## src/verilog/nsf_pkg.sv

```systemverilog
/*
 * shared constants and carrier types for the stream-mode framer
 * assumes the framer clock is the carrier-derived clock (one tick per fc cycle)
 */
package nsf_pkg;
    // ----------------------------------------------------------------
    // register addresses
    // ----------------------------------------------------------------
    localparam logic [5:0] ADDR_IO_CFG1     = 6'h00;
    localparam logic [5:0] ADDR_IO_CFG2     = 6'h01;
    localparam logic [5:0] ADDR_OP_CTRL     = 6'h02;
    localparam logic [5:0] ADDR_MODE_SEL    = 6'h03;
    localparam logic [5:0] ADDR_TYPE_A      = 6'h05;
    localparam logic [5:0] ADDR_STREAM_OPTS = 6'h08;
    // ----------------------------------------------------------------
    // reset values
    // ----------------------------------------------------------------
    localparam logic [7:0] RST_IO_CFG1      = 8'h08;
    localparam logic [7:0] RST_IO_CFG2      = 8'h00;
    localparam logic [7:0] RST_OP_CTRL      = 8'h00;
    localparam logic [7:0] RST_MODE_SEL     = 8'h00;
    localparam logic [7:0] RST_TYPE_A       = 8'h00;
    localparam logic [7:0] RST_STREAM_OPTS  = 8'h00;
    localparam logic [7:0] READ_UNMAPPED    = 8'h00;
    // ----------------------------------------------------------------
    // field layout
    // ----------------------------------------------------------------
    localparam int         MODE_OM_LSB      = 3;
    localparam logic [3:0] OM_STREAM_SUBC   = 4'hE;
    localparam logic [3:0] OM_STREAM_BPSK   = 4'hF;
    localparam int         TYPE_A_CUST_LO   = 6;
    localparam int         TYPE_A_CUST_HI   = 7;
    // ----------------------------------------------------------------
    // timing counts and limits, base periods in carrier cycles
    // ----------------------------------------------------------------
    localparam logic [6:0] SUBC_BASE_PERIOD = 7'h40;
    localparam logic [6:0] BPSK_BASE_PERIOD = 7'h10;
    localparam logic [1:0] BPSK_SCF_MAX     = 2'h2;
    localparam logic [1:0] SUBC_SCP_MIN     = 2'h1;
    localparam logic [7:0] TX_BASE_PERIOD   = 8'h80;
    localparam logic [3:0] SUBC_END_IDLE    = 4'h8;
    localparam logic [2:0] MIN_EDGES        = 3'h2;
    localparam logic [2:0] LAST_BIT         = 3'h7;
    // ----------------------------------------------------------------
    // carrier types
    // ----------------------------------------------------------------
    typedef struct packed {
        logic       am_sel;
        logic [1:0] scf;
        logic [1:0] scp;
        logic [2:0] stx;
    } nsf_opts_t;

    typedef struct packed {
        logic done;
        logic present;
        logic phase;
    } nsf_period_t;

    typedef enum logic [1:0] {
        RX_OFF  = 2'b00,
        RX_HUNT = 2'b01,
        RX_RUN  = 2'b10
    } nsf_rx_state_t;

    typedef enum logic [1:0] {
        TX_IDLE = 2'b00,
        TX_LOAD = 2'b01,
        TX_SEND = 2'b10
    } nsf_tx_state_t;
endpackage

```

## src/verilog/nsf_period_det.sv

```systemverilog
/*
 * reporting-period detector: syncs the demodulated sub-carrier pin,
 * counts its edges and samples its phase once per reporting period
 * assumes sub_len and rep_len are stable while run is high
 */
`timescale 1ns/1ps
module nsf_period_det
    import nsf_pkg::*;
(
    input  wire logic        clk,
    input  wire logic        rst_n,
    input  wire logic        run,
    input  wire logic [6:0]  sub_len,
    input  wire logic [9:0]  rep_len,
    input  wire logic        rx_pin,
    output nsf_period_t      period
);
    // ----------------------------------------------------------------
    // state
    // ----------------------------------------------------------------
    logic        sync1_q;
    logic        sync2_q;
    logic        prev_q;
    logic [9:0]  cnt_q;
    logic [9:0]  cnt_d;
    logic [2:0]  edges_q;
    logic [2:0]  edges_d;
    logic        phase_q;
    logic        phase_d;
    nsf_period_t per_q;
    nsf_period_t per_d;

    assign period = per_q;

    // ----------------------------------------------------------------
    // next state
    // ----------------------------------------------------------------
    always_comb begin
        cnt_d   = cnt_q;
        edges_d = edges_q;
        phase_d = phase_q;
        per_d   = '0;
        if (!run) begin
            cnt_d   = '0;
            edges_d = '0;
        end else begin
            if ((sync2_q != prev_q) && (edges_q != 3'h7)) begin
                edges_d = edges_q + 3'h1;
            end
            if (cnt_q == {5'h00, sub_len[6:2]}) begin
                phase_d = sync2_q;
            end
            if (cnt_q >= rep_len - 10'h001) begin
                per_d.present = (edges_d >= MIN_EDGES);
                cnt_d         = '0;
                edges_d       = '0;
                per_d.done    = 1'b1;
                per_d.phase   = phase_d;
            end else begin
                cnt_d = cnt_q + 10'h001;
            end
        end
    end

    always_ff @(posedge clk) begin
        if (!rst_n) begin
            sync1_q <= 1'b0;
            sync2_q <= 1'b0;
            prev_q  <= 1'b0;
            cnt_q   <= '0;
            edges_q <= '0;
            phase_q <= 1'b0;
            per_q   <= '0;
        end else begin
            sync1_q <= rx_pin;
            sync2_q <= sync1_q;
            prev_q  <= sync2_q;
            cnt_q   <= cnt_d;
            edges_q <= edges_d;
            phase_q <= phase_d;
            per_q   <= per_d;
        end
    end
endmodule

```

## src/verilog/nsf_framer.sv

```systemverilog
/*
 * stream-mode framer: register file, stream receive packing and
 * stream transmit bit timing
 * assumes clk is the carrier clock, the fifo on the transmit side is
 * show-ahead, and rst_n low is the power-up reset
 */
//
// Contract
// - earliest bit goes to byte LSB
// - mode and options registers steer stream
// - subcarrier mode fc/64 to fc/8
// - subcarrier reporting period two to eight
// - first present period starts and writes
// - subcarrier bit is presence per period
// - subcarrier ends after over eight idle
// - scf 01 is fc/32, scp 10 four
// - bpsk fc/16 to fc/4, one-eight periods
// - bpsk bit is phase versus first
// - bpsk ends on first empty period
// - bpsk scf 01 fc/8, scp 01 two
// - tx bit held, one modulates carrier
// - stx 000 gives 128 carrier cycles
// - transmit commands start stream sending
// - type a bits 6,7 enable custom
// - set default spares registers 00-02
`timescale 1ns/1ps
module nsf_framer
    import nsf_pkg::*;
(
    input  wire logic        clk,
    input  wire logic        rst_n,
    input  wire logic [5:0]  reg_addr,
    input  wire logic [7:0]  reg_wdata,
    input  wire logic        reg_wr,
    input  wire logic        reg_rd,
    output logic      [7:0]  reg_rdata,
    input  wire logic        cmd_set_default,
    input  wire logic        cmd_tx_crc,
    input  wire logic        cmd_tx_nocrc,
    input  wire logic        rx_sub,
    input  wire logic [7:0]  tx_fifo_data,
    input  wire logic        tx_fifo_avail,
    output logic             tx_fifo_rd,
    output logic      [7:0]  rx_fifo_wdata,
    output logic             rx_fifo_wr,
    output logic             irq_rx_start,
    output logic             irq_rx_end,
    output logic             irq_tx_end,
    output logic             tx_mod,
    output logic             tx_am,
    output logic             type_a_custom_en,
    output logic             stream_sel,
    output logic             rx_active
);
    // ----------------------------------------------------------------
    // registers
    // ----------------------------------------------------------------
    logic [7:0]    io1_q, io1_d, io2_q, io2_d, opc_q, opc_d;
    logic [7:0]    mode_q, mode_d, typea_q, typea_d;
    nsf_opts_t     opts_q, opts_d;
    logic [7:0]    rdata_q, rdata_d;
    logic          cust_q, cust_d, ssel_q, ssel_d, am_q, am_d;

    always_comb begin
        io1_d   = io1_q;
        io2_d   = io2_q;
        opc_d   = opc_q;
        mode_d  = mode_q;
        typea_d = typea_q;
        opts_d  = opts_q;
        rdata_d = rdata_q;
        if (cmd_set_default) begin
            mode_d  = RST_MODE_SEL;
            typea_d = RST_TYPE_A;
            opts_d  = RST_STREAM_OPTS;
        end else if (reg_wr) begin
            if (reg_addr == ADDR_IO_CFG1) begin
                io1_d = reg_wdata;
            end else if (reg_addr == ADDR_IO_CFG2) begin
                io2_d = reg_wdata;
            end else if (reg_addr == ADDR_OP_CTRL) begin
                opc_d = reg_wdata;
            end else if (reg_addr == ADDR_MODE_SEL) begin
                mode_d = reg_wdata;
            end else if (reg_addr == ADDR_TYPE_A) begin
                typea_d = reg_wdata;
            end else if (reg_addr == ADDR_STREAM_OPTS) begin
                opts_d = reg_wdata;
            end
        end
        if (reg_rd) begin
            if (reg_addr == ADDR_IO_CFG1) begin
                rdata_d = io1_q;
            end else if (reg_addr == ADDR_IO_CFG2) begin
                rdata_d = io2_q;
            end else if (reg_addr == ADDR_OP_CTRL) begin
                rdata_d = opc_q;
            end else if (reg_addr == ADDR_MODE_SEL) begin
                rdata_d = mode_q;
            end else if (reg_addr == ADDR_TYPE_A) begin
                rdata_d = typea_q;
            end else if (reg_addr == ADDR_STREAM_OPTS) begin
                rdata_d = opts_q;
            end else begin
                rdata_d = READ_UNMAPPED;
            end
        end
        cust_d = typea_d[TYPE_A_CUST_HI] & typea_d[TYPE_A_CUST_LO];
        ssel_d = is_stream(mode_d);
        am_d   = opts_d.am_sel;
    end

    always_ff @(posedge clk) begin
        if (!rst_n) begin
            io1_q   <= RST_IO_CFG1;
            io2_q   <= RST_IO_CFG2;
            opc_q   <= RST_OP_CTRL;
            mode_q  <= RST_MODE_SEL;
            typea_q <= RST_TYPE_A;
            opts_q  <= RST_STREAM_OPTS;
            rdata_q <= 8'h00;
            cust_q  <= 1'b0;
            ssel_q  <= 1'b0;
            am_q    <= 1'b0;
        end else begin
            io1_q   <= io1_d;
            io2_q   <= io2_d;
            opc_q   <= opc_d;
            mode_q  <= mode_d;
            typea_q <= typea_d;
            opts_q  <= opts_d;
            rdata_q <= rdata_d;
            cust_q  <= cust_d;
            ssel_q  <= ssel_d;
            am_q    <= am_d;
        end
    end
    assign reg_rdata        = rdata_q;
    assign type_a_custom_en = cust_q;
    assign stream_sel       = ssel_q;
    assign tx_am            = am_q;

    // ----------------------------------------------------------------
    // option decoding
    // ----------------------------------------------------------------
    function automatic logic is_stream(input logic [7:0] m);
        is_stream = (m[MODE_OM_LSB +: 4] == OM_STREAM_SUBC) || (m[MODE_OM_LSB +: 4] == OM_STREAM_BPSK);
    endfunction

    logic       bpsk;
    logic [1:0] scf_eff;
    logic [1:0] scp_eff;
    logic [6:0] sub_len;
    logic [9:0] rep_len;
    logic [7:0] bit_len;

    always_comb begin
        bpsk    = (mode_q[MODE_OM_LSB +: 4] == OM_STREAM_BPSK);
        scf_eff = opts_q.scf;
        scp_eff = opts_q.scp;
        if (bpsk) begin
            if (scf_eff > BPSK_SCF_MAX) begin
                scf_eff = BPSK_SCF_MAX;
            end
            sub_len = BPSK_BASE_PERIOD >> scf_eff;
        end else begin
            if (scp_eff < SUBC_SCP_MIN) begin
                scp_eff = SUBC_SCP_MIN;
            end
            sub_len = SUBC_BASE_PERIOD >> scf_eff;
        end
        rep_len = {3'h0, sub_len} << scp_eff;
        bit_len = TX_BASE_PERIOD >> opts_q.stx;
    end

    // ----------------------------------------------------------------
    // stream receive
    // ----------------------------------------------------------------
    nsf_rx_state_t rx_q, rx_d;
    nsf_period_t   per;
    logic          ref_q, ref_d;
    logic [3:0]    idle_q, idle_d;
    logic [7:0]    byte_q, byte_d;
    logic [2:0]    nbit_q, nbit_d;
    logic [7:0]    wdata_q, wdata_d;
    logic          wr_q, wr_d, rxs_q, rxs_d, rxe_q, rxe_d;
    logic          push, push_bit, flush, rx_allow;
    nsf_tx_state_t tx_q, tx_d;

    assign rx_allow = ssel_q && (tx_q == TX_IDLE);

    nsf_period_det u_det (
        .clk     (clk),
        .rst_n   (rst_n),
        .run     (rx_q != RX_OFF),
        .sub_len (sub_len),
        .rep_len (rep_len),
        .rx_pin  (rx_sub),
        .period  (per)
    );

    always_comb begin
        rx_d     = rx_q;
        ref_d    = ref_q;
        idle_d   = idle_q;
        byte_d   = byte_q;
        nbit_d   = nbit_q;
        wdata_d  = wdata_q;
        wr_d     = 1'b0;
        rxs_d    = 1'b0;
        rxe_d    = 1'b0;
        push     = 1'b0;
        push_bit = 1'b0;
        flush    = 1'b0;
        case (rx_q)
            RX_OFF: begin
                byte_d = '0;
                nbit_d = '0;
                if (rx_allow) begin
                    rx_d = RX_HUNT;
                end
            end
            RX_HUNT: begin
                if (!rx_allow) begin
                    rx_d = RX_OFF;
                end else if (per.done && per.present) begin
                    rxs_d    = 1'b1;
                    ref_d    = per.phase;
                    idle_d   = '0;
                    push     = 1'b1;
                    push_bit = !bpsk;
                    rx_d     = RX_RUN;
                end
            end
            RX_RUN: begin
                if (!rx_allow) begin
                    rx_d = RX_OFF;
                end else if (per.done) begin
                    if (bpsk) begin
                        if (!per.present) begin
                            flush = 1'b1;
                        end else begin
                            push     = 1'b1;
                            push_bit = per.phase ^ ref_q;
                        end
                    end else if (per.present) begin
                        idle_d   = '0;
                        push     = 1'b1;
                        push_bit = 1'b1;
                    end else if (idle_q == SUBC_END_IDLE) begin
                        flush = 1'b1;
                    end else begin
                        idle_d   = idle_q + 4'h1;
                        push     = 1'b1;
                        push_bit = 1'b0;
                    end
                end
            end
            default: begin
                rx_d = RX_OFF;
            end
        endcase
        if (push) begin
            byte_d[nbit_q] = push_bit;
            if (nbit_q == LAST_BIT) begin
                wdata_d = byte_d;
                wr_d    = 1'b1;
                byte_d  = '0;
                nbit_d  = '0;
            end else begin
                nbit_d = nbit_q + 3'h1;
            end
        end
        if (flush) begin
            rxe_d = 1'b1;
            rx_d  = RX_HUNT;
            if (nbit_q != 3'h0) begin
                wdata_d = byte_q;
                wr_d    = 1'b1;
            end
            byte_d = '0;
            nbit_d = '0;
        end
    end

    always_ff @(posedge clk) begin
        if (!rst_n) begin
            rx_q    <= RX_OFF;
            ref_q   <= 1'b0;
            idle_q  <= '0;
            byte_q  <= '0;
            nbit_q  <= '0;
            wdata_q <= '0;
            wr_q    <= 1'b0;
            rxs_q   <= 1'b0;
            rxe_q   <= 1'b0;
        end else begin
            rx_q    <= rx_d;
            ref_q   <= ref_d;
            idle_q  <= idle_d;
            byte_q  <= byte_d;
            nbit_q  <= nbit_d;
            wdata_q <= wdata_d;
            wr_q    <= wr_d;
            rxs_q   <= rxs_d;
            rxe_q   <= rxe_d;
        end
    end

    assign rx_fifo_wdata = wdata_q;
    assign rx_fifo_wr    = wr_q;
    assign irq_rx_start  = rxs_q;
    assign irq_rx_end    = rxe_q;
    assign rx_active     = (rx_q == RX_RUN);

    // ----------------------------------------------------------------
    // stream transmit
    // ----------------------------------------------------------------
    logic [7:0] sh_q, sh_d;
    logic [2:0] tbit_q, tbit_d;
    logic [7:0] tcnt_q, tcnt_d;
    logic       mod_q, mod_d, rd_q, rd_d, txe_q, txe_d, load;

    always_comb begin
        tx_d   = tx_q;
        sh_d   = sh_q;
        tbit_d = tbit_q;
        tcnt_d = tcnt_q;
        mod_d  = mod_q;
        rd_d   = 1'b0;
        txe_d  = 1'b0;
        load   = 1'b0;
        case (tx_q)
            TX_IDLE: begin
                mod_d = 1'b0;
                if (ssel_q && (cmd_tx_crc || cmd_tx_nocrc)) begin
                    tx_d = TX_LOAD;
                end
            end
            TX_LOAD: begin
                load = 1'b1;
            end
            TX_SEND: begin
                if (tcnt_q == bit_len - 8'h01) begin
                    tcnt_d = '0;
                    if (tbit_q == LAST_BIT) begin
                        load = 1'b1;
                    end else begin
                        tbit_d = tbit_q + 3'h1;
                        mod_d  = sh_q[tbit_d];
                    end
                end else begin
                    tcnt_d = tcnt_q + 8'h01;
                end
            end
            default: begin
                tx_d = TX_IDLE;
            end
        endcase
        if (load) begin
            if (tx_fifo_avail) begin
                rd_d   = 1'b1;
                sh_d   = tx_fifo_data;
                tbit_d = '0;
                tcnt_d = '0;
                mod_d  = tx_fifo_data[0];
                tx_d   = TX_SEND;
            end else begin
                txe_d = 1'b1;
                mod_d = 1'b0;
                tx_d  = TX_IDLE;
            end
        end
    end

    always_ff @(posedge clk) begin
        if (!rst_n) begin
            tx_q   <= TX_IDLE;
            sh_q   <= '0;
            tbit_q <= '0;
            tcnt_q <= '0;
            mod_q  <= 1'b0;
            rd_q   <= 1'b0;
            txe_q  <= 1'b0;
        end else begin
            tx_q   <= tx_d;
            sh_q   <= sh_d;
            tbit_q <= tbit_d;
            tcnt_q <= tcnt_d;
            mod_q  <= mod_d;
            rd_q   <= rd_d;
            txe_q  <= txe_d;
        end
    end

    assign tx_mod     = mod_q;
    assign tx_fifo_rd = rd_q;
    assign irq_tx_end = txe_q;
endmodule

```

## config.mk

```make
export PLATFORM = sky130hd
export DESIGN_NAME = nsf_framer
export DESIGN_NICKNAME = d
export VERILOG_FILES = /design/src/verilog/nsf_pkg.sv /design/src/verilog/nsf_period_det.sv /design/src/verilog/nsf_framer.sv
export SDC_FILE = /design/constraint.sdc
export NUM_CORES = 1
export LEC_CHECK = 0
export ABC_AREA = 1
export BUFFER_PORTS_ARGS = -buffer_cell sky130_fd_sc_hd__buf_2
export CORE_UTILIZATION = 60
export DETAILED_ROUTE_END_ITERATION = 12
export HOLD_SLACK_MARGIN = 0.12
export PLACE_DENSITY = 0.81
export SLEW_MARGIN = 15
export SYNTH_ARGS = -nofsm -noshare
export SYNTH_HDL_FRONTEND = slang
export SYNTH_SLANG_ARGS = --single-unit
```

## constraint.sdc

```tcl
create_clock -name clk -period 6.15 [get_ports clk]
set_input_delay 0.615 -clock clk [delete_from_list [all_inputs] [get_ports clk]]
set_output_delay 0.615 -clock clk [all_outputs]
set_load 0.02 [all_outputs]
```

==> results of run 1 <==
[flip-flops by register name, indices dropped and copies added (netlist names), 3 cells and up]
signal         flops
byte_q             8
typea_q            8
idle_q             4
nbit_q             3
mode_q             8
u_det.cnt_q       10
rx_fifo_wdata      8
sh_q               8
io1_q              8
u_det.period       3
io2_q              8
opts_q             7
opc_q              8
reg_rdata          8
tbit_q             3
u_det.edges_q      3
tcnt_q             8
[logic make-up (layout without fill, tap and decap cells)]
group                    after synthesis  after routing  synth area share, %
multiplexers                           2              2                0.301
AO/OA/AOI/OAI                        200            200                 16.3
AND/OR/NAND/NOR                      418            418                 28.6
adder cells (fa/ha/maj)               29             29                 5.45
flip-flops                           131            131                 39.4
other                                  2              2                0.113
XOR/XNOR                              15             15                 1.97
buffers and inverters                129            194                 7.95
[metrics by stage]
stage               std cells  cell area (um2)  hold slack, ns  util [%]
CTS                      1131             7580           0.247      69.9
global placement         1099             6990           0.392      64.4
floorplan                 926             6660           0.390         -
finish                   1131             7580           0.272      69.9
detailed placement       1099             6990           0.421      64.4
global route             1131             7580           0.260      69.9
[power by group]
group	total [mW]	switching, mW	internal (mW)
logic	0.142	0.0968	0.0452
registers	0.876	0.0112	0.865
clock network	1.02	0.395	0.621
[cells in the final DEF (no fill, tap or decap), types with 3 or more instances in the layout]
cell type / n
a21oi_1: 86
a31oi_1: 3
nand2_2: 7
clkinvlp_4: 3
o21ai_0: 87
nor2_1: 97
nor3_1: 23
inv_2: 8
nand3_1: 44
nand3b_1: 7
clkbuf_16: 16
dfxtp_1: 131
xor2_1: 12
ha_1: 29
xnor2_1: 3
buf_2: 56
nor2_4: 8
inv_1: 95
a211oi_1: 4
o211ai_1: 11
nor2_2: 9
nand2_1: 199
nand4_1: 10
inv_6: 4
clkinv_2: 3
bufinv_16: 3
[critical path, cell delays in order (launching register included)]
cell	delay, ns
dfxtp_1	0.38
nand4_4	0.19
nor2_4	0.19
inv_1	0.07
nand2_2	0.09
nor2_1	0.06
nand2_1	0.08
nand2_1	0.06
nand2_2	0.07
nand2_1	0.09
nor2_4	0.17
xor2_1	0.16
ha_1	0.26
a21oi_1	0.14
o21ai_0	0.09
nand2_1	0.06
o2111ai_1	0.11
nand3b_1	0.51
nor3b_1	0.31
[cell type report]
class                           instances  area share [%]
Tap cell                              140            2.31
Inverter                              105            5.20
Timing Repair Buffer                   57            3.80
Clock inverter                         15            2.38
Multi-Input combinational cell        666            46.3
Sequential cell                       131            34.6
Clock buffer                           17            5.46
[routing by layer]
metal | vias up | wire [um] | track usage [%]
li1 | 3148 | - | -
met1 | 2755 | 6840 | 34.5
met2 | 151 | 6920 | 46.3
met3 | 24 | 836 | 8.35
met4 | 0 | 230 | 10.3
met5 | - | 0 | 0
[path summary, 6_finish.rpt]
check | end | start | slack, ns
min | u_det.sync1_q | rx_sub | 0.27
max | u_det.cnt_q[9] | mode_q[4] | 2.97
max reg2reg | u_det.cnt_q[9] | mode_q[4] | 2.97
min reg2reg | u_det.sync2_q | u_det.sync1_q | 0.42
==> metrics.txt, run 1 <==
initial antenna violation count 0; path depth of the worst reg2reg path 18; Slew @ Worst Pin 1.01 ns; max_slew headroom 32.4%; Fin. Hold Viols 0; filler instances 921; CORE AREA 10800 um2; Vias 6078; syn_area_per_cell 7.19 um2; Total Power 2.03 mW; post_cts resized 0; Worst-Skew Late Latency 0.54 ns; Root Driver clkbuf_8; top_reg_cell synth dfxtp_1; crit path launch type register; Tcrit/Tclk final 51.8%; post-DP HPWL 10200 um; Gate Count Post-Synth 926; I/O Buffers 56; area of the multi-input gates 3510 um2; Synth cell types 44; Synth top cells by count 199 x nand2_1, 131 x dfxtp_1, 97 x nor2_1, 95 x inv_1, 87 x o21ai_0; PwrDens 268 nW/um2; main area contributors after synthesis dfxtp_1 39%, nand2_1 11%, o21ai_0 6.5%, a21oi_1 6.5%, nor2_1 5.5%; number of global-route vias before repair 5694; grt ovf 0; post-synthesis async set-or-reset flop share 0%; Hold Path Class input pin to register; maximum clock insertion buffer count 2; Pleak 3.22 nW; Synth top area share 39.4%; Area Growth Syn to Fin 13.9%; vias per inst 5.37; Routed WL 14800 um; layout cell share with drive strength beyond 1 13.4%; CTS tree done; Max VDD drop 0.215 mV; Setup violations, final 0; Synth warnings 0; CP arrival 3.63 ns; crit path kind register to register; worst path required time 6.60 ns; Seq. cell area 2620 um2; Synth area leader dfxtp_1; width of the die 107 um; pin count of the biggest net entering global routing 48; drt first pass iters 5; CTS clk-pin slew, worst paths 0.06 ns; io pins 57; GPL Wtd Cong 0.828; RSZ-0062 raised after global routing false; TritonCTS buffer count 17; first-pass GRT wire length 25400 um; Yosys reg bits 131; largest fanout on the critical path 13; DRC viols 0; fmax 0.314 GHz; post-route worst setup slack 2.97 ns; CTS sink count 131; Avg WL per Cell 13.1 um; Setup WS pre-CTS 3.04 ns; GRT Util Overall 28.0%; Post-synth EDFFs 0; initial core utilization 61.4%; Post-CTS Setup Bufs 0; most common cell in the netlist nand2_1; Crit. End Element register; Die Y 107 um; hold_buf cts 0; Fin Setup TNS 0 ns; Site Rows 38; htree depth 4; antenna cells 0; Worst Hold Depth 3; fin nets 1038; area of the die 11500 um2; Layout Skew 0.00491 ns; Final ANT Viol Nets 0; Syn Std Cell Area 6660 um2; status complete, no violations; sequential cell area fraction in the yosys report 39.4%; DRT iter0 DRCs 359; pins over their slew limit 0; Min Clock Period, post-route 3.18 ns; Mapped Nets 986; max cap viols 0
(Power assumes the default switching activity.)
==> inputs of run 2 (changes only) <==
==> constraint.sdc (replaced) <==
create_clock -name clk -period 3.12 [get_ports clk]
set_input_delay 0.312 -clock clk [delete_from_list [all_inputs] [get_ports clk]]
set_output_delay 0.312 -clock clk [all_outputs]
set_load 0.02 [all_outputs]
==> metrics.txt, run 2 (synthesis gave the netlist of run 1 again) <==
Tcrit/Tclk final 90.7%; max cap viols 0; Setup violations, final 0; post-route worst setup slack 0.289 ns; GRT Util Overall 28.2%; Vias 6230; Worst-Skew Late Latency 0.53 ns; Layout Skew 0.00974 ns; Total Power 3.92 mW; layout cell share with drive strength beyond 1 14.1%; TritonCTS buffer count 17; largest fanout on the critical path 13; I/O Buffers 56; io pins 57; pin count of the biggest net entering global routing 47; crit-path max cell delay 0.36 ns; maximum clock insertion buffer count 2; largest register by flop count u_det.cnt_q; Hold Path Class input pin to register; width of the die 107 um; crit path kind register to register; CORE AREA 10800 um2; Seq. cell area 2630 um2; Site Rows 38; pins over their slew limit 0; Min Clock Period, post-route 2.83 ns; filler instances 898; CTS clk-pin slew, worst paths 0.06 ns; fmax 0.353 GHz; initial antenna violation count 0; Pleak 3.32 nW; worst path required time 3.57 ns; fin nets 1061; CTS sink count 131; CTS tree done; most frequent CP cell nand2_1; area of the die 11500 um2; Fin Setup TNS 0 ns; antenna cells 0; Final ANT Viol Nets 0; first-pass GRT wire length 25600 um; DRC viols 0; crit path max-delay cell type dfxtp_2; commonest non-fill, non-tap cell in the layout nand2_1; Fin. Hold Viols 0; crit path launch type register; final instance area 7770 um2; most frequent cells in the layout 199 x nand2_1, 127 x dfxtp_1, 97 x nor2_1, 95 x inv_1, 87 x o21ai_0; htree depth 4; max_slew headroom 58.0%; Die Y 107 um; Setup WS pre-CTS 0.272 ns; post-DP HPWL 10500 um; Root Driver clkbuf_8; Routed WL 15100 um; CP arrival 3.29 ns; vias per inst 5.40; number of global-route vias before repair 5835; cells along the critical path nand4_4, nor2_4, inv_1, nand2_2, nor2_1, nand2_1, nand2_1, nand2_2, nand2_1, nor2_4, xor2_1, ha_1, a21oi_1, o21ai_0, nand2_1, o2111ai_1, nand3b_1, buf_4, nor3b_1; GPL Wtd Cong 0.877; Max VDD drop 0.349 mV; PwrDens 505 nW/um2; grt ovf 0; Slew @ Worst Pin 0.628 ns; drt first pass iters 7; area of the multi-input gates 3510 um2; placed cell areas 7030 um2; DRT iter0 DRCs 304; Avg WL per Cell 13.1 um; Area Growth Syn to Fin 16.7%; max FFs per register 10; initial core utilization 61.4%; Crit. End Element register; status complete, no violations; RSZ-0062 raised after global routing false
==> run 2: final cells by class <==
class                      count  area share, %
inverter                     105           5.07
timing repair buffer          80           6.44
clock buffer                  20           5.86
multi-input combinational    666           45.1
tap                          140           2.25
clock inverter                11           1.42
sequential                   131           33.8
==> run 2: path summary, 6_finish.rpt <==
path / start / endpoint / slack, ns / cells past startpoint
setup reg to reg: mode_q[6] / u_det.cnt_q[9] / 0.29 / 19
setup / recovery: mode_q[6] / u_det.cnt_q[9] / 0.29 / 19
hold reg to reg: u_det.sync1_q / u_det.sync2_q / 0.41 / 2
hold / removal: reg_wdata[1] / typea_q[1] / 0.15 / 3
==> run 2: report_power, final <==
part	switching, mW	leakage (nW)	internal (mW)	total (mW)
clock	0.709	0.282	1.18	1.89
combinational	0.197	1.98	0.105	0.302
sequential	0.0228	1.06	1.71	1.73
==> run 2: stage by stage <==
step / utilization, % / hold slack [ns] / instances
2_1_floorplan: - / 0.390 / 926
3_3_place_gp: 64.9 / 0.395 / 1105
3_5_place_dp: 64.9 / 0.400 / 1105
4_1_cts: 71.5 / 0.140 / 1152
5_1_grt: 71.7 / 0.145 / 1153
6_report: 71.7 / 0.146 / 1153
==> run 2: metal layers <==
| metal | GRT usage (%) | up-vias | share of wire, % |
|---|---|---|---|
| li1 | - | 3196 | - |
| met3 | 6.23 | 29 | 5.0 |
| met1 | 34.6 | 2839 | 46 |
| met2 | 47.1 | 166 | 47 |
| met4 | 12.4 | 0 | 2.2 |
| met5 | 0 | - | 0 |
==> run 2: what timing repair did <==
| item | in CTS | in global routing |
|---|---|---|
| endpoints found under the hold margin | 28 | 0 |
| hold buffers | 16 | 0 |
| endpoints found under the setup margin | 0 | 3 |
| setup buffers | 0 | 1 |
| resized for setup | 0 | 4 |
==> run 2: worst max-delay path, delay by kind of cell, from the launching register on <==
family / cells / cell delay [ns]
xor+xnor: 1 / 0.17
simple gates: 12 / 1.35
buf+inv: 2 / 0.26
compound gates: 3 / 0.34
flops: 1 / 0.36
fa+ha+maj: 1 / 0.26
